<file path="src/hw/sirc_defines.svh">
// Command codes, checksum settings, range constants and serial weights for identity readout
`ifndef SIRC_DEFINES_SVH
`define SIRC_DEFINES_SVH

`define SIRC_CMD_READ_ID 16'hE102
`define SIRC_CRC_POLY 8'h31
`define SIRC_CRC_INIT 8'hFF
`define SIRC_CRC_XOROUT 8'h00
`define SIRC_CRC_TEST_WORD 16'hBEEF
`define SIRC_CRC_TEST_SUM 8'h92
`define SIRC_RESP_WORDS 3'h6
`define SIRC_CRC_POS 2'h2
`define SIRC_FILL_BYTE 8'hFF
`define SIRC_STATUS_PROTO 4'h8
`define SIRC_STATUS_FINAL 4'h1
`define SIRC_DEC_YEAR_W 64'h0000_0000_05F5_E100
`define SIRC_DEC_WEEK_W 64'h0000_0000_000F_4240
`define SIRC_SCALE_20 16'h09C4
`define SIRC_SCALE_50 16'h03E8
`define SIRC_SCALE_TEMP 16'h00C8
`define SIRC_OFFSET_FLOW 16'h9000
`define SIRC_OFFSET_TEMP 16'h0000

`endif

</file>
<file path="src/hw/sirc_pkg.sv">
// Types shared by the identity readout block and its users
package sirc_pkg;

    typedef enum logic [1:0] {SIRC_IDLE, SIRC_CMD_WAIT, SIRC_CMD_LO, SIRC_ARMED} sirc_state_e;

    typedef enum logic [2:0] {
        SIRC_GAS_O2, SIRC_GAS_AIR, SIRC_GAS_N2O, SIRC_GAS_CO2,
        SIRC_MIX_AIR_O2, SIRC_MIX_N2O_O2, SIRC_MIX_CO2_O2, SIRC_SIG_TEMP
    } sirc_signal_e;

    // Byte path from the bus slave
    typedef struct packed {
        logic wr_start;
        logic wr_valid;
        logic [7:0] wr_data;
        logic rd_start;
        logic rd_req;
    } sirc_xfer_s;

    // Calibration fuses that make up the serial number
    typedef struct packed {
        logic [6:0] year;
        logic [5:0] week;
        logic [19:0] seq;
    } sirc_cal_s;

    typedef struct packed {
        logic [15:0] scale;
        logic [15:0] offset;
        logic valid;
    } sirc_conv_s;

    typedef struct packed {
        sirc_state_e state;
        logic [7:0] cmd_hi;
        logic [2:0] word_idx;
        logic [1:0] pos;
        logic [95:0] ident;
        logic [7:0] rd_data;
        logic rd_valid;
        logic cmd_accept;
        logic cmd_reject;
        logic resp_done;
        sirc_conv_s conv;
    } sirc_state_s;

endpackage

</file>
<file path="src/hw/sirc_top.sv">
// Identity readout command, per-word checksum and conversion constant lookup
//
// Operation
// - Command 0xE102 after a write header arms the identity response for the next read.
// - Command accepted only while idle; refused while a measurement runs.
// - Response is 18 bytes, MSB first: product two words, serial four words, checksum each.
// - Lowest 4 bits of the product number hold the revision.
// - Serial number is a unique 64-bit unsigned integer across four words.
// - Serial in decimal reads year, week, then six-digit sequence number.
// - Hex digit above the last one: 8 prototype, 1 production part.
// - Each two-byte word is followed by a checksum over those two bytes only.
// - Checksum polynomial 0x31, init 0xFF, no reflection, final XOR 0x00.
// - 20 slm range: flow scale 2500, offset -28672; temperature 200, offset 0.
// - 50 slm range: scale 1000, offset -28672 for O2, air, air-O2 only.
`timescale 1ns/1ps
`default_nettype none
`include "sirc_defines.svh"

module sirc_top #(
    parameter logic [23:0] PRODUCT_VARIANT = 24'h00A5C3, // Arbitrary value
    parameter logic [3:0] REV_MINOR = 4'h0,
    parameter bit PROTOTYPE = 1'b0,
    parameter int RESP_WORDS = 6
) (
    // Clock and reset
    input wire logic clk_sys,
    input wire logic srst,
    // Command path
    input wire sirc_pkg::sirc_xfer_s xfer,
    input wire logic meas_active,
    input wire sirc_pkg::sirc_cal_s cal,
    // Read response
    output logic [7:0] rd_data,
    output logic rd_valid,
    output logic cmd_accept,
    output logic cmd_reject,
    output logic resp_done,
    // Conversion lookup
    input wire sirc_pkg::sirc_signal_e conv_sel,
    input wire logic range_50,
    output sirc_pkg::sirc_conv_s conv
);

    if (RESP_WORDS != 6)
    begin : g_check
        $error("Identity response layout is fixed at six words");
    end

    sirc_pkg::sirc_state_s q;
    sirc_pkg::sirc_state_s d;

    function automatic logic [7:0] crc8(input logic [15:0] word);
        logic [7:0] c;
        logic fb;
        c = `SIRC_CRC_INIT;
        for (int i = 15; i >= 0; i--)
        begin
            fb = c[7] ^ word[i];
            c = {c[6:0], 1'b0} ^ (fb ? `SIRC_CRC_POLY : 8'h00);
        end
        return c ^ `SIRC_CRC_XOROUT;
    endfunction

    function automatic logic [15:0] word_sel(input logic [95:0] id, input logic [2:0] idx);
        return id[8'(95 - 16 * idx) -: 16];
    endfunction

    function automatic logic [63:0] serial_of(input sirc_pkg::sirc_cal_s c);
        return {57'h0, c.year} * `SIRC_DEC_YEAR_W + {58'h0, c.week} * `SIRC_DEC_WEEK_W + {44'h0, c.seq};
    endfunction

    function automatic sirc_pkg::sirc_conv_s lookup(input sirc_pkg::sirc_signal_e s, input logic r50);
        sirc_pkg::sirc_conv_s v;
        v = '{scale: `SIRC_SCALE_20, offset: `SIRC_OFFSET_FLOW, valid: 1'b1};
        if (s == sirc_pkg::SIRC_SIG_TEMP)
        begin
            v = '{scale: `SIRC_SCALE_TEMP, offset: `SIRC_OFFSET_TEMP, valid: 1'b1};
        end
        else if (r50)
        begin
            v.scale = `SIRC_SCALE_50;
            // Wide range has no tables for the nitrous-oxide and CO2 signals
            if (s == sirc_pkg::SIRC_GAS_N2O || s == sirc_pkg::SIRC_GAS_CO2 ||
                s == sirc_pkg::SIRC_MIX_N2O_O2 || s == sirc_pkg::SIRC_MIX_CO2_O2)
            begin
                v = '{scale: 16'h0000, offset: 16'h0000, valid: 1'b0};
            end
        end
        return v;
    endfunction

    logic [31:0] product;
    assign product = {PRODUCT_VARIANT, PROTOTYPE ? `SIRC_STATUS_PROTO : `SIRC_STATUS_FINAL, REV_MINOR};

    // Word under the read pointer; past the last word it is never used
    logic [15:0] cur_word;
    assign cur_word = word_sel(q.ident, q.word_idx);

    always_comb
    begin
        d = q;
        d.rd_valid = 1'b0;
        d.cmd_accept = 1'b0;
        d.cmd_reject = 1'b0;
        d.resp_done = 1'b0;
        d.conv = lookup(conv_sel, range_50);
        case (q.state)
            sirc_pkg::SIRC_IDLE:
            begin
                d.state = sirc_pkg::SIRC_IDLE;
            end
            sirc_pkg::SIRC_CMD_WAIT:
            begin
                // A byte beside a fresh write header is dropped
                if (xfer.wr_valid && !xfer.wr_start)
                begin
                    d.cmd_hi = xfer.wr_data;
                    d.state = sirc_pkg::SIRC_CMD_LO;
                end
            end
            sirc_pkg::SIRC_CMD_LO:
            begin
                if (xfer.wr_valid && !xfer.wr_start)
                begin
                    d.state = sirc_pkg::SIRC_IDLE;
                    if ({q.cmd_hi, xfer.wr_data} == `SIRC_CMD_READ_ID)
                    begin
                        if (meas_active)
                        begin
                            d.cmd_reject = 1'b1;
                        end
                        else
                        begin
                            d.cmd_accept = 1'b1;
                            d.state = sirc_pkg::SIRC_ARMED;
                            d.ident = {product, serial_of(cal)};
                            d.word_idx = 3'h0;
                            d.pos = 2'h0;
                        end
                    end
                end
            end
            sirc_pkg::SIRC_ARMED:
            begin
                // A repeated read header restarts the response from byte one
                if (xfer.rd_start)
                begin
                    d.word_idx = 3'h0;
                    d.pos = 2'h0;
                end
            end
            default:
            begin
                d.state = sirc_pkg::SIRC_IDLE;
            end
        endcase
        if (xfer.rd_req && !xfer.rd_start)
        begin
            d.rd_valid = 1'b1;
            d.rd_data = `SIRC_FILL_BYTE;
            if (q.state == sirc_pkg::SIRC_ARMED && q.word_idx < `SIRC_RESP_WORDS)
            begin
                case (q.pos)
                    2'h0: d.rd_data = cur_word[15:8];
                    2'h1: d.rd_data = cur_word[7:0];
                    default: d.rd_data = crc8(cur_word);
                endcase
                if (q.pos == `SIRC_CRC_POS)
                begin
                    d.pos = 2'h0;
                    d.word_idx = q.word_idx + 3'h1;
                    d.resp_done = (q.word_idx == `SIRC_RESP_WORDS - 3'h1);
                end
                else
                begin
                    d.pos = q.pos + 2'h1;
                end
            end
        end
        // A new write header abandons any pending response
        if (xfer.wr_start)
        begin
            d.state = sirc_pkg::SIRC_CMD_WAIT;
        end
    end

    always_ff @(posedge clk_sys)
    begin
        if (srst)
        begin
            q <= '0;
            q.state <= sirc_pkg::SIRC_IDLE;
        end
        else
        begin
            q <= d;
        end
    end

    assign rd_data = q.rd_data;
    assign rd_valid = q.rd_valid;
    assign cmd_accept = q.cmd_accept;
    assign cmd_reject = q.cmd_reject;
    assign resp_done = q.resp_done;
    assign conv = q.conv;

    // Checker-only history of emitted bytes
    logic [15:0] hist_q;
    logic crc_slot_q;
    always_ff @(posedge clk_sys)
    begin
        if (srst)
        begin
            hist_q <= 16'h0000;
            crc_slot_q <= 1'b0;
        end
        else
        begin
            if (q.rd_valid)
            begin
                hist_q <= {hist_q[7:0], q.rd_data};
            end
            crc_slot_q <= xfer.rd_req && !xfer.rd_start && q.state == sirc_pkg::SIRC_ARMED &&
                q.word_idx < `SIRC_RESP_WORDS && q.pos == `SIRC_CRC_POS;
        end
    end
endmodule // sirc_top
`default_nettype wire

</file>
<file path="config.mk">
export PLATFORM = sky130hd
export DESIGN_NAME = sirc_top
export DESIGN_NICKNAME = d
export VERILOG_FILES = /design/src/hw/sirc_pkg.sv /design/src/hw/sirc_top.sv
export VERILOG_INCLUDE_DIRS = /design/src /design/src/hw
export SDC_FILE = /design/constraint.sdc
export NUM_CORES = 1
export LEC_CHECK = 0
export BUFFER_PORTS_ARGS = -buffer_cell sky130_fd_sc_hd__clkbuf_2
export CORE_UTILIZATION = 40
export DETAILED_ROUTE_END_ITERATION = 8
export PLACE_DENSITY = 0.64
export SYNTH_ARGS = -nofsm -noshare
export SYNTH_HDL_FRONTEND = slang
export SYNTH_SLANG_ARGS = --single-unit
</file>
<file path="constraint.sdc">
create_clock -name clk_sys -period 8.49 [get_ports clk_sys]
set_input_delay 0 -clock clk_sys [delete_from_list [all_inputs] [get_ports clk_sys]]
set_output_delay 0 -clock clk_sys [all_outputs]
set_load 0.02 [all_outputs]
</file>
Word-level counts from Yosys, hierarchy flattened --
Index checks and enable logic that the tools add are counted.
Cells by class: bitwise gates (word level) 39, $add $sub $neg 5, muxes and demuxes 39, shift operators 1, multiply operators 2, order comparisons 1, reduce and logical (&&, ||, !) cells 21, equality and inequality tests 16
Operator list (count):
- 101-bit two-way mux | 3
- 8-bit by 6-bit bitwise XOR with 8-bit output | 15
- 111-bit by 9-bit variable part select with 16-bit output | 1
- 6-bit two-way mux | 16
- 35-bit by 20-bit adder with 36-bit output | 1
- 34-bit by 26-bit adder with 35-bit output | 1
- 29-bit two-way mux | 1
- 27-bit two-way mux | 1
- 7-bit by 19-bit multiplier with 26-bit output, second input constant | 1
- 25-bit two-way mux | 1
- 6-bit by 14-bit multiplier with 20-bit output, second input constant | 1
- 16-bit equality test, second input constant | 1
- 8-bit one-hot mux with 2 select lines | 1
- 5-bit two-way mux | 3
- 1-bit bitwise XOR | 15
- 3-bit equality test, second input constant | 4
- 10-bit two-way mux | 1
- 5-bit one-hot mux with 2 select lines | 1
- 2-bit two-way mux | 4
- 8-bit two-way mux | 1
- 1-bit NOT | 8
- 4-bit OR reduction | 2
- 7-bit by 7-bit subtractor with 8-bit output, first input constant | 1
- 5-bit NOT with 7-bit output | 1
- other kinds (22) | 39
Storage, ports and cells: register bits after elaboration 125, input port bits 52, output and inout port bits 45, logic and storage cells 141

Depth between registers and ports, before layout --
Gate-level depths: netlist of run 1.
depth in word-level cells 51, gate-level depth with buffers 27, mapped depth without buffers 27

Worst setup path before layout of run 1 --
OpenSTA, ideal clock, no wires.
kind in2reg, from input port cal[27] (netlist name), to register q[77] (netlist name), library setup time 86 ps, slack 3032 ps, arrival 5372 ps, stages on the path 26, required time 8404 ps, cells stage by stage inv_1 -> fa_1 -> inv_1 -> ha_1 -> inv_1 -> fa_1 -> inv_1 -> fa_1 -> ha_1 -> o21a_1 -> o31a_1 -> or2_2 -> a2bb2oi_1 -> a21o_1 -> a21oi_1 -> xnor2_1 -> ha_1 -> ha_1 -> a21o_1 -> a221o_1 -> a21o_1 -> a41o_1 -> nand3_1 -> nor3_1 -> xor2_1 -> a211oi_1
Between the ends: cells in the longest elaborated chain, start to end 3
RTL lines:
- from (decl) | RTL line sirc_top.sv:31 | input wire sirc_pkg::sirc_cal_s cal,
- 7-bit by 19-bit multiplier with 26-bit output (no source line)
- 34-bit by 26-bit adder with 35-bit output (no source line)
- 35-bit by 20-bit adder with 36-bit output | RTL line sirc_top.sv:69 | return {57'h0, c.year} * `SIRC_DEC_YEAR_W + {58'h0, c.week} * `SIRC_DEC_WEEK_W + {44'h0, c.seq};
- to (decl) | RTL line sirc_top.sv:49 | sirc_pkg::sirc_state_s q;
Every way passes these cells. A chain may end at the register's enable or synchronous reset.

Worst setup path in the final report of run 1 --
from input port cal[29] (netlist name), to register q[78] (netlist name)
Same word-level chain as after synthesis.

==> results of run 1 <==
-- flip-flops by register name, indices dropped and copies added, names as in the netlist --
name and flops:
q 51, rd_data 8, conv 5, cmd_accept 1, cmd_reject 1, rd_valid 1
resp_done 1
-- layout make-up --
cell class	count	area (um^2)	area share
Clock buffer	10	229	0.0243
Clock inverter	6	65.1	0.00692
Inverter	118	443	0.0471
Multi-Input combinational cell	794	6360	0.676
Sequential cell	68	1360	0.145
Tap cell	270	338	0.0359
Timing Repair Buffer	99	611	0.0649
-- worst max path at each step --
stage	endpoint	slack, ns
global placement	q[78]	2.60
CTS	q[78]	2.72
detailed placement	q[78]	2.42
global route	q[78]	2.17
finish	q[78]	2.75
floorplan	q[77]	3.03
-- through the flow --
stage | utilization | area, um^2
finish | 0.458 | 9410
global route | 0.458 | 9410
global placement | 0.433 | 8900
floorplan | - | 8590
detailed placement | 0.433 | 8900
CTS | 0.458 | 9410
-- repair_timing --
item                                   in CTS  in global routing
setup endpoints to repair                   0                  0
hold buffers                               21                  0
buffers inserted                            0                  0
endpoints found under the hold margin      23                  0
-- power by group --
part	switching, W	internal (W)	total, W	leakage (nW)
clock	0.000137	0.000227	0.000364	0.142
combinational	0.00156	0.00114	0.00270	3.60
sequential	0.00000286	0.000325	0.000328	0.551
total	0.00170	0.00169	0.00339	4.29
-- metal layers --
layer / wire length [um] / vias to the layer above
li1: - / 3570
met1: 9200 / 3241
met3: 658 / 33
met5: 0 / -
met4: 582 / 0
met2: 9540 / 140
-- logic make-up (layout without fill, tap and decap cells) --
family,count (synthesis),after routing
buffers and inverters,184,233
XOR/XNOR,87,87
multiplexers,20,20
flip-flops,68,68
AO/OA/AOI/OAI,224,224
adder cells (fa/ha/maj),172,172
AND/OR/NAND/NOR,269,269
other,1,22
-- critical path: cells and delay by family --
| family | cells | cell delay (ns) |
|---|---|---|
| XOR/XNOR | 2 | 0.24 |
| AO/OA/AOI/OAI | 8 | 1.42 |
| adder cells (fa/ha/maj) | 7 | 2.53 |
| AND/OR/NAND/NOR | 5 | 1.23 |
| buffers and inverters | 5 | 0.57 |
-- cells in the final DEF (no fill, tap or decap), drive strengths merged, types with 39 or more instances in the layout --
cell type	count
xnor2	62
nor2	69
a21oi	77
ha	124
dfxtp	68
inv	117
clkbuf	84
o21ai	39
nand2	102
fa	48
==> results.yml, run 1 <==
status:
  status: "completed"
critical_path:
  worstReg2RegStart: "q[144]"
  slowest_stage: "fa_1"
  worstSetupPathType: "in -> reg"
  reg2reg_slack_ns: 4.87
  critPathMaxFanout: 5
  r2r_cells: 9
  startpoint: "cal[29]"
  worstSetupEndpointType: "flop"
  critical_path_required_ns: 8.73
  start_kind: "input pin"
  cpPeakStageDelay_ns: 0.49
  timing.rr.end: "rd_data[1]"
  cp_data_arrival_time_ns: 5.98
synthesis:
  synthFlopType: "dfxtp_1"
  synth_area_um2: 8510
  synth_top_family_by_area: "adder cells"
  yosysWarningCount: 0
  seq_area_frac_synth: 0.160
  synth_cell_types: 82
  synthXorXnorAreaFrac: 0.0939
  synth.area.top_cells: "ha_1 (18%), dfxtp_1 (16%), fa_1 (11%), xnor2_1 (6.0%), inv_1 (5.1%)"
  synthAdderAreaFrac: 0.295
  synthSimpleGateAreaFrac: 0.148
  synthTopCellsByCount: "ha_1 (124), inv_1 (116), nand2_1 (102), a21oi_1 (75), nor2_1 (69)"
  ys_seq_elements: 68
  synth_top_area_frac: 0.182
  avgSynthCellArea_um2: 8.30
  asyncSetResetFlopFracSynth: 0
  synth_most_common_cell: "ha_1"
  synth-edff-count: 0
  synth_compound_area_frac: 0.175
  yosysTopAreaCell: "ha_1"
  postSynthCellCount: 1025
  muxShareOfSynthArea: 0.0256
detailed_routing:
  drt-initial-drc-count: 376
  routed_wl_um: 20000
  ant_nets: 0
  dr_total_vias: 6984
  drc: 0
  first_pass_iters: 4
  viasPerCell: 5.12
  wl_per_cell_um: 14.6
place:
  port_buffers: 74
  hpwl_um: 16400
  gp_congestion: 0.948
  place_inst: 1328
  post-place-ws_ns: 2.42
die:
  initial_core_util: 0.414
  die_h_um: 148
  dieWidth_um: 148
  rows: 52
  ios: 97
  die_area_um2: 21900
  core_um2: 20600
grt:
  globalRouteOverflowTotal: 0
  antenna_found_initial: 0
  grt_busiest_layer: "met2"
  use_met3: 0.0204
  grt_max_degree: 66
  grt_pass1_wl_um: 33400
  grt.met1_usage: 0.248
  grt_util_all_layers: 0.192
  use_met2: 0.326
  first_global_vias: 6755
sta:
  setup_viol: 0
  final-hold-violation-count: 0
  finalSetupTns_ns: 0
  slew_headroom: 0.440
  slew_violations: 0
  hold_ws_ns: 0.0545
  finalCritPeriodShare: 0.677
  finClkSkew_ns: 0.00742
  clock.fmax_ghz: 0.174
  fin_crit_ns: 5.74
  rsz0062_at_grt: "false"
  worst_slack_ns: 2.75
  worst_pin_slew_ns: 0.836
cells_and_area:
  area_growth_pct: 10.5
  finalNonFillerCells: 1365
  final_nets: 1314
  fillers: 2078
  antennaDiodeCount: 0
  drive_gt1_frac: 0.111
cts:
  cts_tree: "built"
  clock_sinks: 68
  clk_latency_ns: 0.34
  cts-root-buf: "clkbuf_16"
  clk_path_buf_depth: 2
  cts_buffers: 9
  htreeDepth: 3
  cts_resized: 0
  path_clk_slew_ns: 0.05
worst_hold_path:
  holdCritPathClass: "in -> reg"
  min-delay-start: "xfer[1]"
  hold_end: "rd_valid"
  whs_path_depth: 3
pwr:
  powerDensity_nw_per_um2: 361
  irDropWorstVdd_v: 0.000375
  leakage_nw: 4.29
  total_power_w: 0.00339
job:
  maxCapViolations: 0
Power figures use the tool's default switching activity.
==> run 2, diff against run 1 <==
ABC_AREA = 1   (was unset)
PLACE_DENSITY = 0.66   (was 0.64)
clock period = 4.6 ns   (was 8.49 ns; I/O delays follow)
==> run 2 against run 1 <==
Compared with the run above:
- the run now ends with hold timing, setup timing left
- sequential share of layout area is 2.8 points lower
- area after synthesis is 5.6% higher
- die area rose by 5.5%
- routed wire length increased by 13%
- sequential power is 85% higher
- first-iteration DRC count is 33% higher
- critical path type unchanged
==> results.yml, run 2 <==
place:
  gp_congestion: 0.918
  port_buffers: 74
  dpl_cell_area_um2: 10600
  hpwl_um: 18800
  post-place-ws_ns: -0.739
sta:
  fin_crit_ns: 4.86
  worst_pin_slew_ns: 1.09
  slew_headroom: 0.275
  worst_slack_ns: -0.257
  clock.fmax_ghz: 0.206
  rsz0062_at_grt: "true"
  finalCritPeriodShare: 1.06
  setup_viol: 9
  final-hold-violation-count: 1
  finClkSkew_ns: 0.00468
  hold_ws_ns: -0.00172
  slew_violations: 0
grt:
  globalRouteOverflowTotal: 0
  antenna_found_initial: 0
  grt_max_degree: 40
  first_global_vias: 8237
  grt_util_all_layers: 0.196
  grt_pass1_wl_um: 37900
detailed_routing:
  ant_nets: 0
  viasPerCell: 4.90
  wl_per_cell_um: 12.9
  dr_total_vias: 8623
  drc: 0
  drt-initial-drc-count: 500
  routed_wl_um: 22600
  first_pass_iters: 5
cts:
  clk_path_buf_depth: 2
  clock_sinks: 68
  cts_tree: "built"
  htreeDepth: 3
  cts-root-buf: "clkbuf_16"
  cts_buffers: 9
  path_clk_slew_ns: 0.06
  clk_latency_ns: 0.32
die:
  ios: 97
  core_um2: 21900
  dieWidth_um: 152
  die_area_um2: 23100
  rows: 54
  initial_core_util: 0.410
  die_h_um: 152
cells_and_area:
  antennaDiodeCount: 0
  ff_latch_area_um2: 1360
  final_nets: 1700
  final_common_cell: "inv_1"
  fillers: 2098
  area_growth_pct: 29.3
  multi_input_area_um2: 6940
  drive_gt1_frac: 0.266
  largest_register_ffs: 51
  final_cell_mix: "inv_1 (220), nand2_1 (177), buf_4 (154), ha_1 (106), nor2_1 (83)"
  regMostFlops: "q"
  fin_area_um2: 11600
critical_path:
  worstSetupEndpointType: "flop"
  start_kind: "input pin"
  endpoint: "q[77]"
  worstReg2RegStart: "q[144]"
  timing.rr.end: "rd_data[5]"
  critical_path_required_ns: 4.82
  critPathTopFamily: "adder cells"
  cp_data_arrival_time_ns: 5.08
  reg2reg_slack_ns: 1.55
  startpoint: "cal[29]"
  crit_cells: 28
  path_buf_inv: 6
  critPathMaxFanout: 4
  r2r_cells: 18
  worstSetupPathType: "in -> reg"
  cpPeakStageDelay_ns: 0.56
  cpMostUsedCell: "fa_1"
  slowest_stage: "fa_1"
synthesis:
  synth.area.top_cells: "ha_1 (17%), dfxtp_1 (15%), fa_1 (11%), inv_1 (9.8%), nand2_1 (8.1%)"
  synth_most_common_cell: "inv_1"
  synth-edff-count: 0
  ys_seq_elements: 68
  yosysTopAreaCell: "ha_1"
  synth_top_area_frac: 0.173
  synth_area_um2: 8980
  avgSynthCellArea_um2: 7.12
  postSynthCellCount: 1262
  synth_cell_types: 49
  yosysWarningCount: 0
  asyncSetResetFlopFracSynth: 0
  synthTopCellsByCount: "inv_1 (235), nand2_1 (194), ha_1 (124), a21oi_1 (103), nor2_1 (89)"
  seq_area_frac_synth: 0.152
  synthFlopType: "dfxtp_1"
job:
  maxCapViolations: 0
status:
  status: "finished with violations"
  violations: "hold timing, setup timing"
pwr:
  leakage_nw: 6.10
  irDropWorstVdd_v: 0.000950
  powerDensity_nw_per_um2: 890
worst_hold_path:
  holdCritPathClass: "in -> reg"
[run 2: what timing repair did]
item                                   4_1_cts  5_1_grt
setup buffers                               10       10
pin swaps                                   16       21
endpoints found under the hold margin       15        0
hold buffers                                14        0
resized for setup                           55       53
setup endpoints to repair                   11       15
[run 2: cells by family (layout without fill, tap and decap cells)]
group / Yosys count / count (layout) / synth area share
flip-flops: 68 / 68 / 0.152
adder cells (fa/ha/maj): 172 / 172 / 0.280
AND/OR/NAND/NOR: 427 / 427 / 0.214
AO/OA/AOI/OAI: 229 / 229 / 0.140
buffers and inverters: 301 / 499 / 0.150
multiplexers: 1 / 1 / 0.00111
XOR/XNOR: 63 / 63 / 0.0631
other: 1 / 22 / 0.000417
[run 2: tightest hold or removal path, stage by stage]
cell and delay, ns:
clkbuf_2 0.09, o21ai_0 0.10, nor2_1 0.09
[run 2: stage by stage]
| step | total power (W) | hold WS, ns | TNS [ns] | utilization | std cells |
|---|---|---|---|---|---|
| final | 0.0103 | -0.00172 | -1.11 | 0.531 | 1761 |
| after global routing | 0.0112 | 0.0306 | -3.35 | 0.531 | 1761 |
| after CTS | 0.00973 | 0.00252 | -0.875 | 0.519 | 1754 |
| after detailed placement | 0.00788 | 0.216 | -6.90 | 0.483 | 1714 |
| after floorplan | 0.00494 | 0.0724 | -0.577 | - | 1283 |
| after global placement | 0.00778 | 0.211 | -5.25 | 0.483 | 1714 |
[run 2: layer usage]
metal | global-route usage | vias to the layer above | share of wire
met5 | 0 | - | 0
met4 | 0.0357 | 0 | 0.012
met3 | 0.0285 | 10 | 0.044
met2 | 0.336 | 176 | 0.47
met1 | 0.262 | 3977 | 0.48
li1 | - | 4460 | -
[run 2: worst min path at each step]
| stage | from | endpoint | slack, ns | cells past startpoint |
|---|---|---|---|---|
| 2_1_floorplan | range_50 | conv[19] | 0.07 | 1 |
| 3_3_place_gp | range_50 | conv[19] | 0.21 | 2 |
| 3_5_place_dp | range_50 | conv[19] | 0.22 | 2 |
| 4_1_cts | xfer[3] | q[147] | 0.003 | 3 |
| 5_1_grt | xfer[3] | q[147] | 0.03 | 3 |
| 6_report | cal[0] | q[45] | -0.002 | 3 |
[run 2: cell type report]
cell class | instances | share of cell area
clock buffers | 9 | 0.0194
clock inverters | 7 | 0.00851
inverters | 239 | 0.0787
multi-input cells | 914 | 0.597
flip-flops and latches | 68 | 0.117
well taps | 280 | 0.0301
repair buffers | 244 | 0.149
[run 2: power breakdown]
group | internal (W) | switching, W
Combinational | 0.00450 | 0.00450
Clock | 0.000478 | 0.000258
Sequential | 0.000601 | 0.00000563
==> run 3, diff against run 2 <==
BUFFER_PORTS_ARGS = -buffer_cell sky130_fd_sc_hd__buf_2   (was -buffer_cell sky130_fd_sc_hd__clkbuf_2)
PLACE_DENSITY = 0.64   (was 0.66)
SETUP_SLACK_MARGIN = 0.02   (was unset)
clock period = 5 ns   (was 4.6 ns; I/O delays follow)
==> run 3 against run 2 <==
Compared with the run above:
- the flow now finishes without violations
- routed wire length fell by 0.61%
- clock skew rose by 0.0025 ns
- total power fell by 21%
- combinational power decreased by 23%
- die area unchanged
==> results.yml, run 3 (synthesis gave the netlist of run 2 again) <==
cells_and_area:
  final_common_cell: "inv_1"
  antennaDiodeCount: 0
  regMostFlops: "q"
  drive_gt1_frac: 0.219
  area_growth_pct: 23.6
  final_nets: 1664
  largest_register_ffs: 51
  final_cell_mix: "inv_1 (224), nand2_1 (186), buf_4 (116), ha_1 (111), a21oi_1 (90)"
sta:
  finalSetupTns_ns: 0
  fin_crit_ns: 4.96
  final-hold-violation-count: 0
  finClkSkew_ns: 0.00720
  rsz0062_at_grt: "true"
  setup_viol: 0
  slew_violations: 0
  slew_headroom: 0.250
  clock.fmax_ghz: 0.202
  hold_ws_ns: 0.0281
  worst_pin_slew_ns: 1.12
  worst_slack_ns: 0.0446
  finalCritPeriodShare: 0.991
place:
  port_buffers: 74
  hpwl_um: 18700
  gp_congestion: 0.882
  post-place-ws_ns: -0.370
die:
  die_h_um: 152
  core_um2: 21900
  ios: 97
  die_area_um2: 23100
  dieWidth_um: 152
  initial_core_util: 0.410
  rows: 54
worst_hold_path:
  hold_end: "q[147]"
  whs_path_depth: 3
  min-delay-start: "xfer[3]"
  holdCritPathClass: "in -> reg"
critical_path:
  cp_data_arrival_time_ns: 5.18
  start_kind: "input pin"
  worstSetupEndpointType: "flop"
  slowest_stage: "fa_1"
  reg2reg_slack_ns: 1.82
  r2r_cells: 18
  timing.rr.end: "rd_data[7]"
  cpMostUsedCell: "fa_1"
  cpPeakStageDelay_ns: 0.54
  critPathMaxFanout: 4
  critical_path_required_ns: 5.22
  worstReg2RegStart: "q[143]"
  worstSetupPathType: "in -> reg"
pwr:
  powerDensity_nw_per_um2: 733
  total_power_w: 0.00814
  leakage_nw: 5.86
  irDropWorstVdd_v: 0.000832
detailed_routing:
  viasPerCell: 4.83
  first_pass_iters: 6
  dr_total_vias: 8319
  ant_nets: 0
  wl_per_cell_um: 13.0
  drt-initial-drc-count: 444
  drc: 0
  routed_wl_um: 22500
job:
  maxCapViolations: 0
grt:
  antenna_found_initial: 0
  first_global_vias: 8021
  grt_max_degree: 40
  grt_pass1_wl_um: 37500
  globalRouteOverflowTotal: 0
  grt_util_all_layers: 0.195
cts:
  cts-root-buf: "clkbuf_16"
  clk_path_buf_depth: 2
  path_clk_slew_ns: 0.05
  cts_buffers: 9
  cts_tree: "built"
  clk_latency_ns: 0.33
  htreeDepth: 3
  clock_sinks: 68
status:
  status: "completed"
## run 3: cell types whose count changed in the layout (fill, tap and decap cells not counted), moves of 5 or more
| cell | change |
|---|---|
| o21ai_0 | +6 |
| buf_4 | -38 |
| nand2_1 | +9 |
| a21oi_2 | -5 |
| buf_2 | +71 |
| clkbuf_2 | -69 |
| nand2_2 | -7 |
| a21oi_1 | +8 |
| ha_4 | -5 |
| ha_1 | +5 |
## run 3: how the worst max path moves through the flow
stage,start,endpoint,slack [ns],cells past startpoint
global route,cal[28],q[77],-0.17,28
detailed placement,cal[31],q[77],-0.37,32
floorplan,cal[29],q[77],0.03,27
CTS,cal[31],q[70],0.04,25
global placement,cal[31],q[77],-0.24,32
finish,cal[28],q[77],0.04,28
## run 3: layer usage
layer	GRT usage	routed length, um
met5	0	0
met4	0.0248	129
met3	0.0231	757
met2	0.332	10600
met1	0.269	11000
## run 3: what timing repair did
item	in CTS	in global routing
pin swaps	0	37
setup endpoints to repair	1	11
endpoints found under the hold margin	17	0
gates resized for setup	3	62
setup buffers	0	9
hold buffers	16	0
## run 3: cell type report
class                           count  area (um^2)
Inverter                          239          902
Clock inverter                      4         50.0
Clock buffer                       11          243
Tap cell                          280          350
Sequential cell                    68         1360
Multi-Input combinational cell    914         6750
Fill cell                        2212        10800
Timing Repair Buffer              208         1450
## run 3: metrics by stage
stage | std cells | util | instance area (um^2)
6_report | 1724 | 0.507 | 11100
5_1_grt | 1724 | 0.507 | 11100
4_1_cts | 1715 | 0.491 | 10700
3_5_place_dp | 1684 | 0.469 | 10300
3_3_place_gp | 1684 | 0.469 | 10300
2_1_floorplan | 1283 | - | 9180
## run 3: worst max-delay path, delay by kind of cell
family | cells | cell delay [ns]
AO/OA/AOI/OAI | 5 | 0.72
XOR/XNOR | 2 | 0.29
adder cells (fa/ha/maj) | 7 | 2.84
buffers and inverters | 6 | 0.31
AND/OR/NAND/NOR | 8 | 1.03
## run 3: report_power, final
group / switching [W] / internal (W)
Sequential: 0.00000499 / 0.000553
Combinational: 0.00361 / 0.00335
Clock: 0.000224 / 0.000396
Total: 0.00384 / 0.00430
